`src/rtl/sdi_defs.vh`:
```
// constants for the sdram init tracker and mode word decoder
//
// Contract
// - precharge-all then only nops for precharge_time
// - mode word loaded before operation, then kept
// - mode-set counts only with bank bits zero
// - data outputs high impedance after mode-set
// - mode word field positions decoded
// - lengths one two four eight full page
// - fixed bursts wrap inside aligned block
// - column address bits chosen per width
// - full page steps and wraps whole row
// - sequential adds index, interleaved xors index
// - burst_order_bit selects the ordering
// - length one ignores order, exact column
// - read latency two or three clocks
// - full page runs until burst terminate
// - op mode bits zero means normal
// - write_burst_option_bit forces single writes
`ifndef SDI_DEFS_VH
`define SDI_DEFS_VH

// command codes on {ras_n, cas_n, we_n}
`define SDI_CMD_MODE_SET 3'h0
`define SDI_CMD_REFRESH 3'h1
`define SDI_CMD_PRECHARGE 3'h2
`define SDI_CMD_ACTIVE 3'h3
`define SDI_CMD_WRITE 3'h4
`define SDI_CMD_READ 3'h5
`define SDI_CMD_TERMINATE 3'h6
`define SDI_CMD_NOP 3'h7

// device organisation: 0 by-4, 1 by-8, 2 by-16
`define SDI_ORG 2'h1

// timing
`define SDI_CLK_PERIOD_NS 100
`define SDI_POWERUP_NS 100000
`define SDI_PRECHARGE_NS 20
`define SDI_REFRESH_NS 70
`define SDI_MODE_SET_NS 20
`define SDI_CYC(ns) (((ns) + `SDI_CLK_PERIOD_NS - 1) / `SDI_CLK_PERIOD_NS)
`define SDI_POWERUP_CYC `SDI_CYC(`SDI_POWERUP_NS)
`define SDI_PRECHARGE_CYC `SDI_CYC(`SDI_PRECHARGE_NS)
`define SDI_REFRESH_CYC `SDI_CYC(`SDI_REFRESH_NS)
`define SDI_MODE_SET_CYC `SDI_CYC(`SDI_MODE_SET_NS)
`define SDI_MIN_REFRESHES 4'h2

// mode word fields
`define SDI_MODE_BL_LO 0
`define SDI_MODE_BL_HI 2
`define SDI_MODE_ORDER 3
`define SDI_MODE_LAT_LO 4
`define SDI_MODE_LAT_HI 6
`define SDI_MODE_OP_LO 7
`define SDI_MODE_OP_HI 8
`define SDI_MODE_WBO 9
`define SDI_MODE_RESET 12'h000

`define SDI_BL_1 3'h0
`define SDI_BL_2 3'h1
`define SDI_BL_4 3'h2
`define SDI_BL_8 3'h3
`define SDI_BL_PAGE 3'h7
`define SDI_LAT_2 3'h2
`define SDI_LAT_3 3'h3

// register map
`define SDI_REG_STATUS 8'h00
`define SDI_REG_MODE 8'h04
`define SDI_REG_CTRL 8'h08
`define SDI_CTRL_ENFORCE 0
`define SDI_CTRL_CLEAR 1
`define SDI_CTRL_RESET 1'h0

`endif

```
`src/rtl/sdi_init_mode.v`:
```
// sdram power-up sequence tracker, mode word and burst column sequencer
`timescale 1ns/1ps
`include "sdi_defs.vh"

module sdi_init_mode (
    input wire CLK_I,
    input wire RESET_N_I,
    input wire CKE_I,
    input wire CS_N_I,
    input wire RAS_N_I,
    input wire CAS_N_I,
    input wire WE_N_I,
    input wire [1:0] BA_I,
    input wire [11:0] ADDR_I,
    input wire PSEL_I,
    input wire PENABLE_I,
    input wire PWRITE_I,
    input wire [7:0] PADDR_I,
    input wire [31:0] PWDATA_I,
    output wire [31:0] PRDATA_O,
    output wire PREADY_O,
    output wire PSLVERR_O,
    output wire [10:0] COL_ADDR_O,
    output wire COL_VALID_O,
    output wire COL_WRITE_O,
    output wire DQ_OE_O,
    output wire INIT_DONE_O
);

    localparam PH_POWER = 2'h0;
    localparam PH_PRECHARGE = 2'h1;
    localparam PH_IDLE = 2'h2;
    localparam PH_READY = 2'h3;
    localparam integer PWR_I = `SDI_POWERUP_CYC, PRE_I = `SDI_PRECHARGE_CYC;
    localparam integer REF_I = `SDI_REFRESH_CYC, MSET_I = `SDI_MODE_SET_CYC;
    localparam [11:0] PWR_CYC = PWR_I[11:0];
    localparam [2:0] PRE_CYC = PRE_I[2:0];
    localparam [2:0] REF_CYC = REF_I[2:0];
    localparam [2:0] MSET_CYC = MSET_I[2:0];
    localparam [10:0] PAGE_MASK = (`SDI_ORG == 2'h0) ? 11'h7FF :
                                  (`SDI_ORG == 2'h1) ? 11'h3FF : 11'h1FF;

    reg [1:0] phase_reg, phase_next;
    reg [11:0] pw_cnt_reg, pw_cnt_next;
    reg seen_nop_reg, seen_nop_next;
    reg [2:0] busy_reg, busy_next;
    reg [3:0] ref_cnt_reg, ref_cnt_next;
    reg loaded_reg, loaded_next;
    reg [11:0] mode_reg, mode_next;
    reg viol_reg, viol_next;
    reg mode_err_reg, mode_err_next;
    reg enforce_reg, enforce_next;
    reg active_reg, active_next;
    reg is_read_reg, is_read_next;
    reg full_reg, full_next;
    reg inter_reg, inter_next;
    reg [10:0] start_reg, start_next;
    reg [10:0] mask_reg, mask_next;
    reg [10:0] idx_reg, idx_next;
    reg [10:0] col_reg, col_next;
    reg col_valid_reg, col_valid_next;
    reg col_write_reg, col_write_next;
    reg rd_beat_reg, rd_beat_next;
    reg rd_pipe_reg, rd_pipe_next;
    reg dq_oe_reg, dq_oe_next;
    reg done_reg, done_next;
    reg [31:0] prdata_reg, prdata_next;
    reg pready_reg, pready_next;
    reg pslverr_reg, pslverr_next;

    wire cmd_en = CKE_I & ~CS_N_I;
    wire [2:0] cmd = {RAS_N_I, CAS_N_I, WE_N_I};
    wire is_nop = ~cmd_en | (cmd == `SDI_CMD_NOP);
    wire is_pre_all = cmd_en & (cmd == `SDI_CMD_PRECHARGE) & ADDR_I[10];
    wire is_pre = cmd_en & (cmd == `SDI_CMD_PRECHARGE);
    wire is_refresh = cmd_en & (cmd == `SDI_CMD_REFRESH);
    wire is_mset = cmd_en & (cmd == `SDI_CMD_MODE_SET) & (BA_I == 2'h0);
    wire is_read = cmd_en & (cmd == `SDI_CMD_READ);
    wire is_write = cmd_en & (cmd == `SDI_CMD_WRITE);
    wire is_stop = cmd_en & (cmd == `SDI_CMD_TERMINATE);
    wire apb_req = PSEL_I & PENABLE_I;
    wire apb_fire = apb_req & pready_reg;
    wire ctrl_hit = (PADDR_I == `SDI_REG_CTRL);
    wire enforce_clear = apb_fire & PWRITE_I & ctrl_hit & PWDATA_I[`SDI_CTRL_CLEAR];
    wire [2:0] new_bl = ADDR_I[`SDI_MODE_BL_HI:`SDI_MODE_BL_LO];
    wire [2:0] new_lat = ADDR_I[`SDI_MODE_LAT_HI:`SDI_MODE_LAT_LO];
    wire bl_bad = (new_bl > `SDI_BL_8) & (new_bl != `SDI_BL_PAGE);
    wire page_inter = (new_bl == `SDI_BL_PAGE) & ADDR_I[`SDI_MODE_ORDER];
    wire lat_bad = (new_lat != `SDI_LAT_2) & (new_lat != `SDI_LAT_3);
    wire high_bad = (ADDR_I[11:10] != 2'h0);
    wire op_bad = (ADDR_I[`SDI_MODE_OP_HI:`SDI_MODE_OP_LO] != 2'h0);
    wire [2:0] bl_code = mode_reg[`SDI_MODE_BL_HI:`SDI_MODE_BL_LO];
    wire order_bit = mode_reg[`SDI_MODE_ORDER];
    wire [2:0] lat_code = mode_reg[`SDI_MODE_LAT_HI:`SDI_MODE_LAT_LO];
    wire wbo_bit = mode_reg[`SDI_MODE_WBO];
    // reserved latency codes fall back to the slower setting
    wire lat_two = (lat_code == `SDI_LAT_2);
    wire page_burst = (bl_code == `SDI_BL_PAGE);
    reg [10:0] bl_mask, col_in;
    // block base kept from the start column, offset wraps inside the mask
    function [10:0] sdi_col;
        input [10:0] st;
        input [10:0] idx;
        input [10:0] mask;
        input inter;
        reg [10:0] off;
        begin
            off = inter ? (st ^ idx) : (st + idx);
            sdi_col = (st & ~mask) | (off & mask);
        end
    endfunction
    always @* begin
        case (bl_code)
            `SDI_BL_1: bl_mask = 11'h000;
            `SDI_BL_2: bl_mask = 11'h001;
            `SDI_BL_4: bl_mask = 11'h003;
            `SDI_BL_8: bl_mask = 11'h007;
            `SDI_BL_PAGE: bl_mask = PAGE_MASK;
            default: bl_mask = 11'h000;
        endcase
        case (`SDI_ORG)
            2'h0: col_in = {ADDR_I[11], ADDR_I[9:0]};
            2'h1: col_in = {1'h0, ADDR_I[9:0]};
            default: col_in = {2'h0, ADDR_I[8:0]};
        endcase
    end

    // init sequence tracking; the controller owns the order, we only watch
    always @* begin
        phase_next = phase_reg;
        pw_cnt_next = pw_cnt_reg;
        seen_nop_next = seen_nop_reg;
        ref_cnt_next = ref_cnt_reg;
        loaded_next = loaded_reg;
        mode_next = mode_reg;
        // the clear acts first, so an event in the same cycle sets the flag again
        viol_next = enforce_clear ? 1'h0 : viol_reg;
        mode_err_next = enforce_clear ? 1'h0 : mode_err_reg;
        done_next = done_reg;
        busy_next = (busy_reg != 3'h0) ? busy_reg - 3'h1 : 3'h0;
        if (~is_nop && busy_reg != 3'h0) begin
            viol_next = 1'h1;
        end
        if (is_refresh) begin
            busy_next = REF_CYC;
            if (ref_cnt_reg != 4'hF) begin
                ref_cnt_next = ref_cnt_reg + 4'h1;
            end
        end
        if (is_mset) begin
            mode_next = ADDR_I;
            loaded_next = 1'h1;
            busy_next = MSET_CYC;
            if (active_reg || phase_reg == PH_POWER || phase_reg == PH_PRECHARGE) begin
                viol_next = 1'h1;
            end
            if (high_bad | op_bad | bl_bad | page_inter | lat_bad) begin
                mode_err_next = 1'h1;
            end
        end
        case (phase_reg)
            PH_POWER: begin
                if (pw_cnt_reg != PWR_CYC) begin
                    pw_cnt_next = pw_cnt_reg + 12'h001;
                end
                if (is_nop) begin
                    seen_nop_next = 1'h1;
                end
                if (is_pre_all && pw_cnt_reg == PWR_CYC && seen_nop_reg) begin
                    phase_next = PH_PRECHARGE;
                    busy_next = PRE_CYC;
                end else if (~is_nop) begin
                    viol_next = 1'h1;
                end
            end
            PH_PRECHARGE: begin
                if (busy_reg == 3'h0 && is_nop) begin
                    phase_next = PH_IDLE;
                end
            end
            PH_IDLE: begin
                if (~is_nop && ~is_refresh && ~is_mset) begin
                    viol_next = 1'h1;
                end
                if (ref_cnt_reg >= `SDI_MIN_REFRESHES && loaded_reg &&
                    busy_reg == 3'h0 && is_nop) begin
                    phase_next = PH_READY;
                    done_next = 1'h1;
                end
            end
            PH_READY: phase_next = PH_READY;
            default: phase_next = PH_POWER;
        endcase
    end
    // burst column sequencer and read data enable pipeline
    wire start_ok = ~enforce_reg | done_reg;
    wire start_burst = (is_read | is_write) & start_ok & ~is_mset;
    wire single_wr = is_write & wbo_bit;
    wire [10:0] start_mask = single_wr ? 11'h000 : bl_mask;
    always @* begin
        active_next = active_reg;
        is_read_next = is_read_reg;
        full_next = full_reg;
        inter_next = inter_reg;
        start_next = start_reg;
        mask_next = mask_reg;
        idx_next = idx_reg;
        col_next = col_reg;
        col_valid_next = 1'h0;
        col_write_next = 1'h0;
        rd_beat_next = 1'h0;
        rd_pipe_next = rd_beat_reg;
        dq_oe_next = lat_two ? rd_beat_reg : rd_pipe_reg;
        if (start_burst) begin
            start_next = col_in;
            mask_next = start_mask;
            // full page is sequential only
            inter_next = order_bit & ~page_burst;
            full_next = page_burst & ~single_wr;
            is_read_next = is_read;
            active_next = (start_mask != 11'h000);
            idx_next = 11'h001;
            col_next = col_in;
            col_valid_next = 1'h1;
            col_write_next = is_write;
            rd_beat_next = is_read;
            if (is_write) begin
                rd_pipe_next = 1'h0;
                dq_oe_next = 1'h0;
            end
        end else if (is_stop || is_pre || is_mset) begin
            active_next = 1'h0;
        end else if (active_reg) begin
            col_next = sdi_col(start_reg, idx_reg, mask_reg, inter_reg);
            col_valid_next = 1'h1;
            col_write_next = ~is_read_reg;
            rd_beat_next = is_read_reg;
            idx_next = idx_reg + 11'h001;
            if (~full_reg && idx_reg == mask_reg) begin
                active_next = 1'h0;
            end
        end
        if (is_mset) begin
            rd_pipe_next = 1'h0;
            dq_oe_next = 1'h0;
        end
    end
    // apb slave with one wait state; writes land on the completing edge
    always @* begin
        enforce_next = enforce_reg;
        pready_next = apb_req & ~pready_reg;
        prdata_next = 32'h00000000;
        pslverr_next = 1'h0;
        if (apb_req && ~pready_reg) begin
            case (PADDR_I)
                `SDI_REG_STATUS: prdata_next = {20'h00000, seen_nop_reg, active_reg,
                                                mode_err_reg, viol_reg, ref_cnt_reg,
                                                done_reg, loaded_reg, phase_reg};
                `SDI_REG_MODE: prdata_next = {20'h00000, mode_reg};
                `SDI_REG_CTRL: prdata_next = {31'h00000000, enforce_reg};
                default: pslverr_next = 1'h1;
            endcase
        end
        if (apb_fire && PWRITE_I && ctrl_hit) begin
            enforce_next = PWDATA_I[`SDI_CTRL_ENFORCE];
        end
    end

    always @(posedge CLK_I or negedge RESET_N_I) begin
        if (!RESET_N_I) begin
            phase_reg <= PH_POWER;
            pw_cnt_reg <= 12'h000;
            seen_nop_reg <= 1'h0;
            busy_reg <= 3'h0;
            ref_cnt_reg <= 4'h0;
            loaded_reg <= 1'h0;
            mode_reg <= `SDI_MODE_RESET;
            viol_reg <= 1'h0;
            mode_err_reg <= 1'h0;
            enforce_reg <= `SDI_CTRL_RESET;
            active_reg <= 1'h0;
            is_read_reg <= 1'h0;
            full_reg <= 1'h0;
            inter_reg <= 1'h0;
            start_reg <= 11'h000;
            mask_reg <= 11'h000;
            idx_reg <= 11'h000;
            col_reg <= 11'h000;
            col_valid_reg <= 1'h0;
            col_write_reg <= 1'h0;
            rd_beat_reg <= 1'h0;
            rd_pipe_reg <= 1'h0;
            dq_oe_reg <= 1'h0;
            done_reg <= 1'h0;
            prdata_reg <= 32'h00000000;
            pready_reg <= 1'h0;
            pslverr_reg <= 1'h0;
        end else begin
            phase_reg <= phase_next;
            pw_cnt_reg <= pw_cnt_next;
            seen_nop_reg <= seen_nop_next;
            busy_reg <= busy_next;
            ref_cnt_reg <= ref_cnt_next;
            loaded_reg <= loaded_next;
            mode_reg <= mode_next;
            viol_reg <= viol_next;
            mode_err_reg <= mode_err_next;
            enforce_reg <= enforce_next;
            active_reg <= active_next;
            is_read_reg <= is_read_next;
            full_reg <= full_next;
            inter_reg <= inter_next;
            start_reg <= start_next;
            mask_reg <= mask_next;
            idx_reg <= idx_next;
            col_reg <= col_next;
            col_valid_reg <= col_valid_next;
            col_write_reg <= col_write_next;
            rd_beat_reg <= rd_beat_next;
            rd_pipe_reg <= rd_pipe_next;
            dq_oe_reg <= dq_oe_next;
            done_reg <= done_next;
            prdata_reg <= prdata_next;
            pready_reg <= pready_next;
            pslverr_reg <= pslverr_next;
        end
    end
    assign PRDATA_O = prdata_reg;
    assign PREADY_O = pready_reg;
    assign PSLVERR_O = pslverr_reg;
    assign COL_ADDR_O = col_reg;
    assign COL_VALID_O = col_valid_reg;
    assign COL_WRITE_O = col_write_reg;
    assign DQ_OE_O = dq_oe_reg;
    assign INIT_DONE_O = done_reg;
endmodule

```
`config.mk`:
```
export PLATFORM = sky130hd
export DESIGN_NAME = sdi_init_mode
export DESIGN_NICKNAME = d
export VERILOG_FILES = /design/src/rtl/sdi_init_mode.v
export VERILOG_INCLUDE_DIRS = /design/src /design/src/rtl
export SDC_FILE = /design/constraint.sdc
export NUM_CORES = 1
export LEC_CHECK = 0
export ABC_CLOCK_PERIOD_IN_PS = 3600
export BUFFER_PORTS_ARGS = -buffer_cell sky130_fd_sc_hd__buf_2
export CAP_MARGIN = 10
export CORE_MARGIN = 2
export CORE_UTILIZATION = 59
export DETAILED_ROUTE_END_ITERATION = 16
export MAX_ROUTING_LAYER = met4
export PLACE_DENSITY = 0.92
export SYNTH_ARGS = -nofsm -noshare
export SYNTH_HDL_FRONTEND = slang
export SYNTH_SLANG_ARGS = --single-unit
export TNS_END_PERCENT = 1
```
`constraint.sdc`:
```
create_clock -name CLK_I -period 3.6 [get_ports CLK_I]
set_input_delay 0.54 -clock CLK_I [delete_from_list [all_inputs] [get_ports CLK_I]]
set_output_delay 0.54 -clock CLK_I [all_outputs]
set_load 0.01 [all_outputs]
```
Yosys cells after proc, flatten, opt, wreduce, memory -nomap -nowiden
Index checks and enable logic that the tools add are counted.
W data, S select, Z words.
- input bits: 64
- output and inout port bits: 49
- bits in registers: 125
- word-level logic and storage cells: 195
- bitwise operators: 46
- magnitude comparators: 2
- $add $sub $neg: 5
- reduce and logical (&&, ||, !) cells: 34
- multiplexer cells: 53
- equality and inequality tests: 28
- operators by type and width (operator ; number):
    $mux W11 ; 8
    $pmux W10 S4 ; 1
    $pmux W12 S3 ; 1
    $mux W1 ; 32
    $and A1 B1 Y1 ; 23
    $eq A3 B3 Y1 const B ; 6
    $mux W3 ; 5
    $logic_and A1 B1 Y1 ; 13
    $add A12 B1 Y12 const B ; 1
    $eq A12 B10 Y1 const B ; 1
    $eq A3 B2 Y1 const B ; 4
    $mux W12 ; 1
    $ne A12 B10 Y1 const B ; 1
    $add A10 B11 Y11 ; 1
    $add A11 B1 Y11 const B ; 1
    $and A10 B11 Y11 ; 1
    $and A11 B11 Y11 ; 1
    $eq A11 B11 Y1 ; 1
    $not A1 Y1 ; 11
    $not A11 Y11 ; 1
    $or A11 B11 Y11 ; 1
    $reduce_bool A11 Y1 ; 1
    $xor A10 B11 Y11 ; 1
    $reduce_and A2 Y1 ; 5
    26 further kinds ; 46

Depth between registers and ports, before layout
- depth after elaboration: 12
- gate-level depth with buffers: 8
- mapped depth without buffers: 8

Least setup slack after synthesis
OpenSTA, ideal clock, no wires.
- path kind: input to register
- from: input port WE_N_I
- to: register col_reg[9], in the netlist COL_ADDR_O[9]
- required time: 3469 ps
- arrival time: 1827 ps
- buffers on the path: 1
- path slack: 1642 ps
- setup time: 131 ps
- cell stages on the path: 7
- cell sequence: buf_4 > nor4bb_2 > a211oi_4 > nor2_1 > nor4_1 > a32oi_1 > a31oi_1
- word-level cells in the longest chain between the ends: 7
- elaborated cells on any way between the ends: 21
- those cells by class: eq/ne: 5; mux: 1; bitwise: 10; reduce/logical: 5
- RTL lines (item ; line ; source):
    from (decl) ; sdi_init_mode.v:12 ; input wire WE_N_I,
    $eq A3 B3 Y1 (no source line) or $logic_not A3 Y1 (tied branches) ; n/a ;
    $and A1 B1 Y1 (on tied branches) ; sdi_init_mode.v:78, sdi_init_mode.v:77, sdi_init_mode.v:79 ;
    $or A1 B1 Y1 or $and A1 B1 Y1 (tied branches) ; sdi_init_mode.v:197, sdi_init_mode.v:77 ;
    $and A1 B1 Y1 or $not A1 Y1 (tied branches) ; sdi_init_mode.v:197 ; wire start_burst = (is_read | is_write) & start_ok & ~is_mset;
    $and A1 B1 Y1 ; sdi_init_mode.v:197 ;
    $ne A2 B2 Y1 (no source line) or $reduce_bool A2 Y1 (tied branches) ; n/a ;
    $reduce_and A2 Y1 (no source line) ; n/a ;
    to (signal assigned) ; sdi_init_mode.v:316 ; col_reg <= col_next;
    to (decl) ; sdi_init_mode.v:60 ; reg [10:0] col_reg, col_next;
Parallel ways exist; a longest one is shown, timed or not.
A chain may end at the register's enable or synchronous reset.

Worst setup path after layout
- from: input port CS_N_I
- to: register col_reg[8], in the netlist COL_ADDR_O[8]
- word-level cells in the longest chain between the ends: 8
- elaborated cells on any way between the ends: 18
- those cells by class: eq/ne: 1; mux: 1; bitwise: 12; reduce/logical: 4
- RTL lines (item ; line ; source):
    from (decl) ; sdi_init_mode.v:9 ; input wire CS_N_I,
    $not A1 Y1 * ; sdi_init_mode.v:71 ; wire cmd_en = CKE_I & ~CS_N_I;
    $and A1 B1 Y1 * ; sdi_init_mode.v:71 ;
    $and A1 B1 Y1 (on tied branches) ; sdi_init_mode.v:78, sdi_init_mode.v:77, sdi_init_mode.v:79 ;
    $or A1 B1 Y1 or $and A1 B1 Y1 (tied branches) ; sdi_init_mode.v:197, sdi_init_mode.v:77 ;
    $and A1 B1 Y1 or $not A1 Y1 (tied branches) ; sdi_init_mode.v:197 ;
    $and A1 B1 Y1 ; sdi_init_mode.v:197 ;
    $ne A2 B2 Y1 (no source line) or $reduce_bool A2 Y1 (tied branches) ; n/a ;
    $reduce_and A2 Y1 (no source line) ; n/a ;
Mark *: on every way between the ends. The rest lies on a longest branch, timed or not.

==> summary.md <==
| Metric | Value |
|---|---|
| Status | `complete, no violations` |
| Overflow left after global routing | `0` |
| Count of final setup violators | `0` |
| Worst R2R Start | `idx_reg[1]` |
| Drt total wl | `11200 um` |
| Mapped Avg Cell Area | `9.83 sq um` |
| Worst Path Required | `3.85 ns` |
| Slew at the pin with the worst max-slew slack | `0.870 ns` |
| Detailed placement HPWL | `8250 um` |
| Compound-gate portion of the synthesized area | `0.103` |
| Area share of and/or/nand/nor cells after synthesis | `0.199` |
| CTS Buf Count | `9` |
| Vias/cell | `5.94` |
| Slowest stage delay, CP | `0.56 ns` |
| Die X | `95.7 um` |
| Total internal power | `1.84 mW` |
| Global-route wire length before repair | `18900 um` |
| Clock Power Share | `0.234` |
| Crit end category | `flop` |
| Synthesized area | `4960 sq um` |
| RR Endpoint | `COL_ADDR_O[7]` |
| Total global-route track usage | `0.277` |
| Max clock buf depth | `2` |
| Psw | `977 uW` |
| H-tree level count | `3` |
| Fin. max-slew vios | `0` |
| Pin count of the biggest net entering global routing | `43` |
| Nets | `644` |
| Leakage power total | `2.65 nW` |
| Setup Total Neg Slack | `0 ns` |
| Hold crit path type | `input pin to async pin` |
| PD cells | `515 nW/um^2` |
| Layout cells sized above 1 | `0.188` |
| Crit Path Class | `input pin to flop` |
| Post-synthesis mux area share | `0.0683` |
| Synth-to-Final Area Change | `10.2%` |
| Syn. warnings | `0` |
| CP Launch Type | `input pin` |
| Minimum clock period after layout | `2.28 ns` |
| Vias in the first global route | `3950` |
| Core Region | `8180 sq um` |
| Crit path max fanout | `17` |
| Placed Area | `5290 sq um` |
| Cell area after layout | `5470 sq um` |
| Synth top area cells | `dfrtp_1 48%, nand2_1 5.6%, nor2_1 3.6%` |
| DRC | `0` |
| Seq pwr share | `0.521` |
| Crit-path slowest cell | `nand2_1` |
| PostCTS Resize Cnt | `0` |
| Largest area contributor in the netlist | `dfrtp_1` |
| DRT iter0 DRCs | `325` |
| Hold buffers post-CTS | `0` |
| Area share of the largest cell type after synthesis | `0.484` |
| Final std cells w/o fill | `674` |
| Full die area | `9160 sq um` |
| Worst vdd ir | `309 uV` |
| CP Buf/Inv Count | `2` |
| Post-CTS setup buffers | `0` |
| Clock root buffer | `clkbuf_8` |
| Max-Cap Viols | `0` |
| Period utilisation layout | `0.634` |
| # rows | `33` |
| Netlist cell types | `58` |
| Slew headroom | `0.416` |
| Fraction of the yosys area taken by sequential cells | `0.484` |
| Ant diodes | `0` |
| Async SR Flop Fraction | `1.00` |
| Final Wtd Congestion | `0.940` |
| Clk_skew | `0.00955 ns` |
| Cells after Synth | `505` |
| Sink Count | `96` |
| Post-synthesis adder-cell area fraction | `0.0393` |
| Fillers | `602` |
| R2r worst-path depth | `7` |
| Largest family of logic cells by synthesized area | `simple AND/OR/NAND/NOR gates` |
| CTS tree | `done` |
| Fin. Hold Viols | `0` |
| CP arrival | `2.53 ns` |
| Most used DFF post-synth | `dfrtp_1` |
| First-pass detailed-route iteration total | `5` |
| Port bufs | `61` |
| Combinational Power Share | `0.246` |
| Most used cell, CP | `nand2_1` |
| Cell count after placement | `659` |
| Count leader, synth | `dfrtp_1` |
| Critical-path cell list | `buf_2, nor4b_4, buf_4, nand2_2, nand2_1, nor2_1, a222oi_1, nand2_1` |
| RSZ-0062 raised after global routing | `no` |
| Wire per inst | `16.6 um` |
| Effective utilization at floorplan | `0.607` |
| Via count | `4006` |
| Initial antenna violation count | `0` |
| Die H | `95.7 um` |
| Slack of the worst reg-to-reg path | `1.34 ns` |
| Post-DRT Antenna Nets | `0` |
| Clock-pin slew on the worst setup and hold paths | `0.09 ns` |
| Yosys reg bits | `96` |
| Xor and xnor fraction of the mapped netlist area | `0.0477` |
| Post-synth top cells | `96 x dfrtp_1, 74 x nand2_1, 47 x nor2_1` |
| Worst-Skew Late Latency | `0.37 ns` |
| Top delay family on crit path | `simple AND/OR/NAND/NOR gates` |
| Sw Ratio | `0.347` |
| Fmax | `438 MHz` |
| Post-synth EDFFs | `0` |
| Io pins | `113` |
[power by group through the flow]
stage	Clock, mW	Combinational [mW]	Sequential, mW
after floorplan	0	0.478	1.44
final	0.658	0.693	1.47
after detailed placement	0	0.685	1.48
after global placement	0	0.650	1.46
after CTS	0.663	0.695	1.46
after global routing	0.707	0.784	1.49
[per-layer routing]
layer	track usage	routed length, um	up-vias
li1	-	-	1833
met1	0.349	4590	1953
met2	0.449	5570	177
met3	0.0368	612	43
met4	0.123	412	0
met5	-	0	-
[worst max path at each step]
stage / to / depth (start not counted) / start
floorplan: COL_ADDR_O[9] / 7 / WE_N_I
global route: COL_ADDR_O[8] / 8 / CS_N_I
detailed placement: COL_ADDR_O[8] / 8 / CS_N_I
finish: COL_ADDR_O[8] / 8 / CS_N_I
global placement: COL_ADDR_O[8] / 7 / WE_N_I
CTS: COL_ADDR_O[8] / 8 / CS_N_I
[metrics by stage]
| step | power, mW | setup WS, ns | utilization | hold slack [ns] |
|---|---|---|---|---|
| 2_1_floorplan | 1.92 | 1.64 | - | 0.244 |
| 3_3_place_gp | 2.11 | 1.06 | 0.647 | 0.436 |
| 3_5_place_dp | 2.16 | 1.01 | 0.647 | 0.457 |
| 4_1_cts | 2.82 | 1.35 | 0.669 | 0.156 |
| 5_1_grt | 2.98 | 1.08 | 0.669 | 0.185 |
| 6_report | 2.82 | 1.32 | 0.669 | 0.149 |
[cells by family (layout without fill, tap and decap cells)]
logic type,count (synthesis),after routing
buffers and inverters,53,97
XOR/XNOR,27,27
multiplexers,32,32
flip-flops,96,96
other,1,21
AO/OA/AOI/OAI,81,81
AND/OR/NAND/NOR,200,200
adder cells (fa/ha/maj),15,15
[cell usage in the layout, fill, tap and decap left out, types with 3 or more instances in the layout]
master | Yosys | layout
nor2_1 | 47 | 47
nand4_1 | 12 | 12
a211oi_1 | 8 | 8
conb_1 | 1 | 21
ha_1 | 14 | 14
or3_1 | 6 | 6
nor4_1 | 4 | 4
nor3b_1 | 5 | 5
mux2i_1 | 17 | 17
dfrtp_1 | 96 | 96
nand2b_1 | 6 | 6
o21ai_0 | 28 | 27
and3_1 | 3 | 3
xor2_1 | 8 | 8
a31oi_1 | 4 | 4
nand3_1 | 13 | 13
nand3b_1 | 5 | 5
mux2_2 | 15 | 15
clkbuf_8 | 0 | 10
buf_2 | 2 | 60
buf_4 | 23 | 7
xnor2_1 | 19 | 19
inv_1 | 15 | 15
nor3_1 | 10 | 10
nand2_1 | 74 | 74
a21oi_1 | 20 | 20
[layout make-up]
cell class | count | area [sq um] | area share
repair buffers | 67 | 353 | 0.0645
clock buffers | 10 | 138 | 0.0252
clock inverters | 5 | 41.3 | 0.00755
well taps | 105 | 131 | 0.0240
inverters | 15 | 56.3 | 0.0103
flip-flops and latches | 96 | 2400 | 0.439
multi-input cells | 376 | 2350 | 0.429
Note: power is estimated with default switching activity, not from simulation.
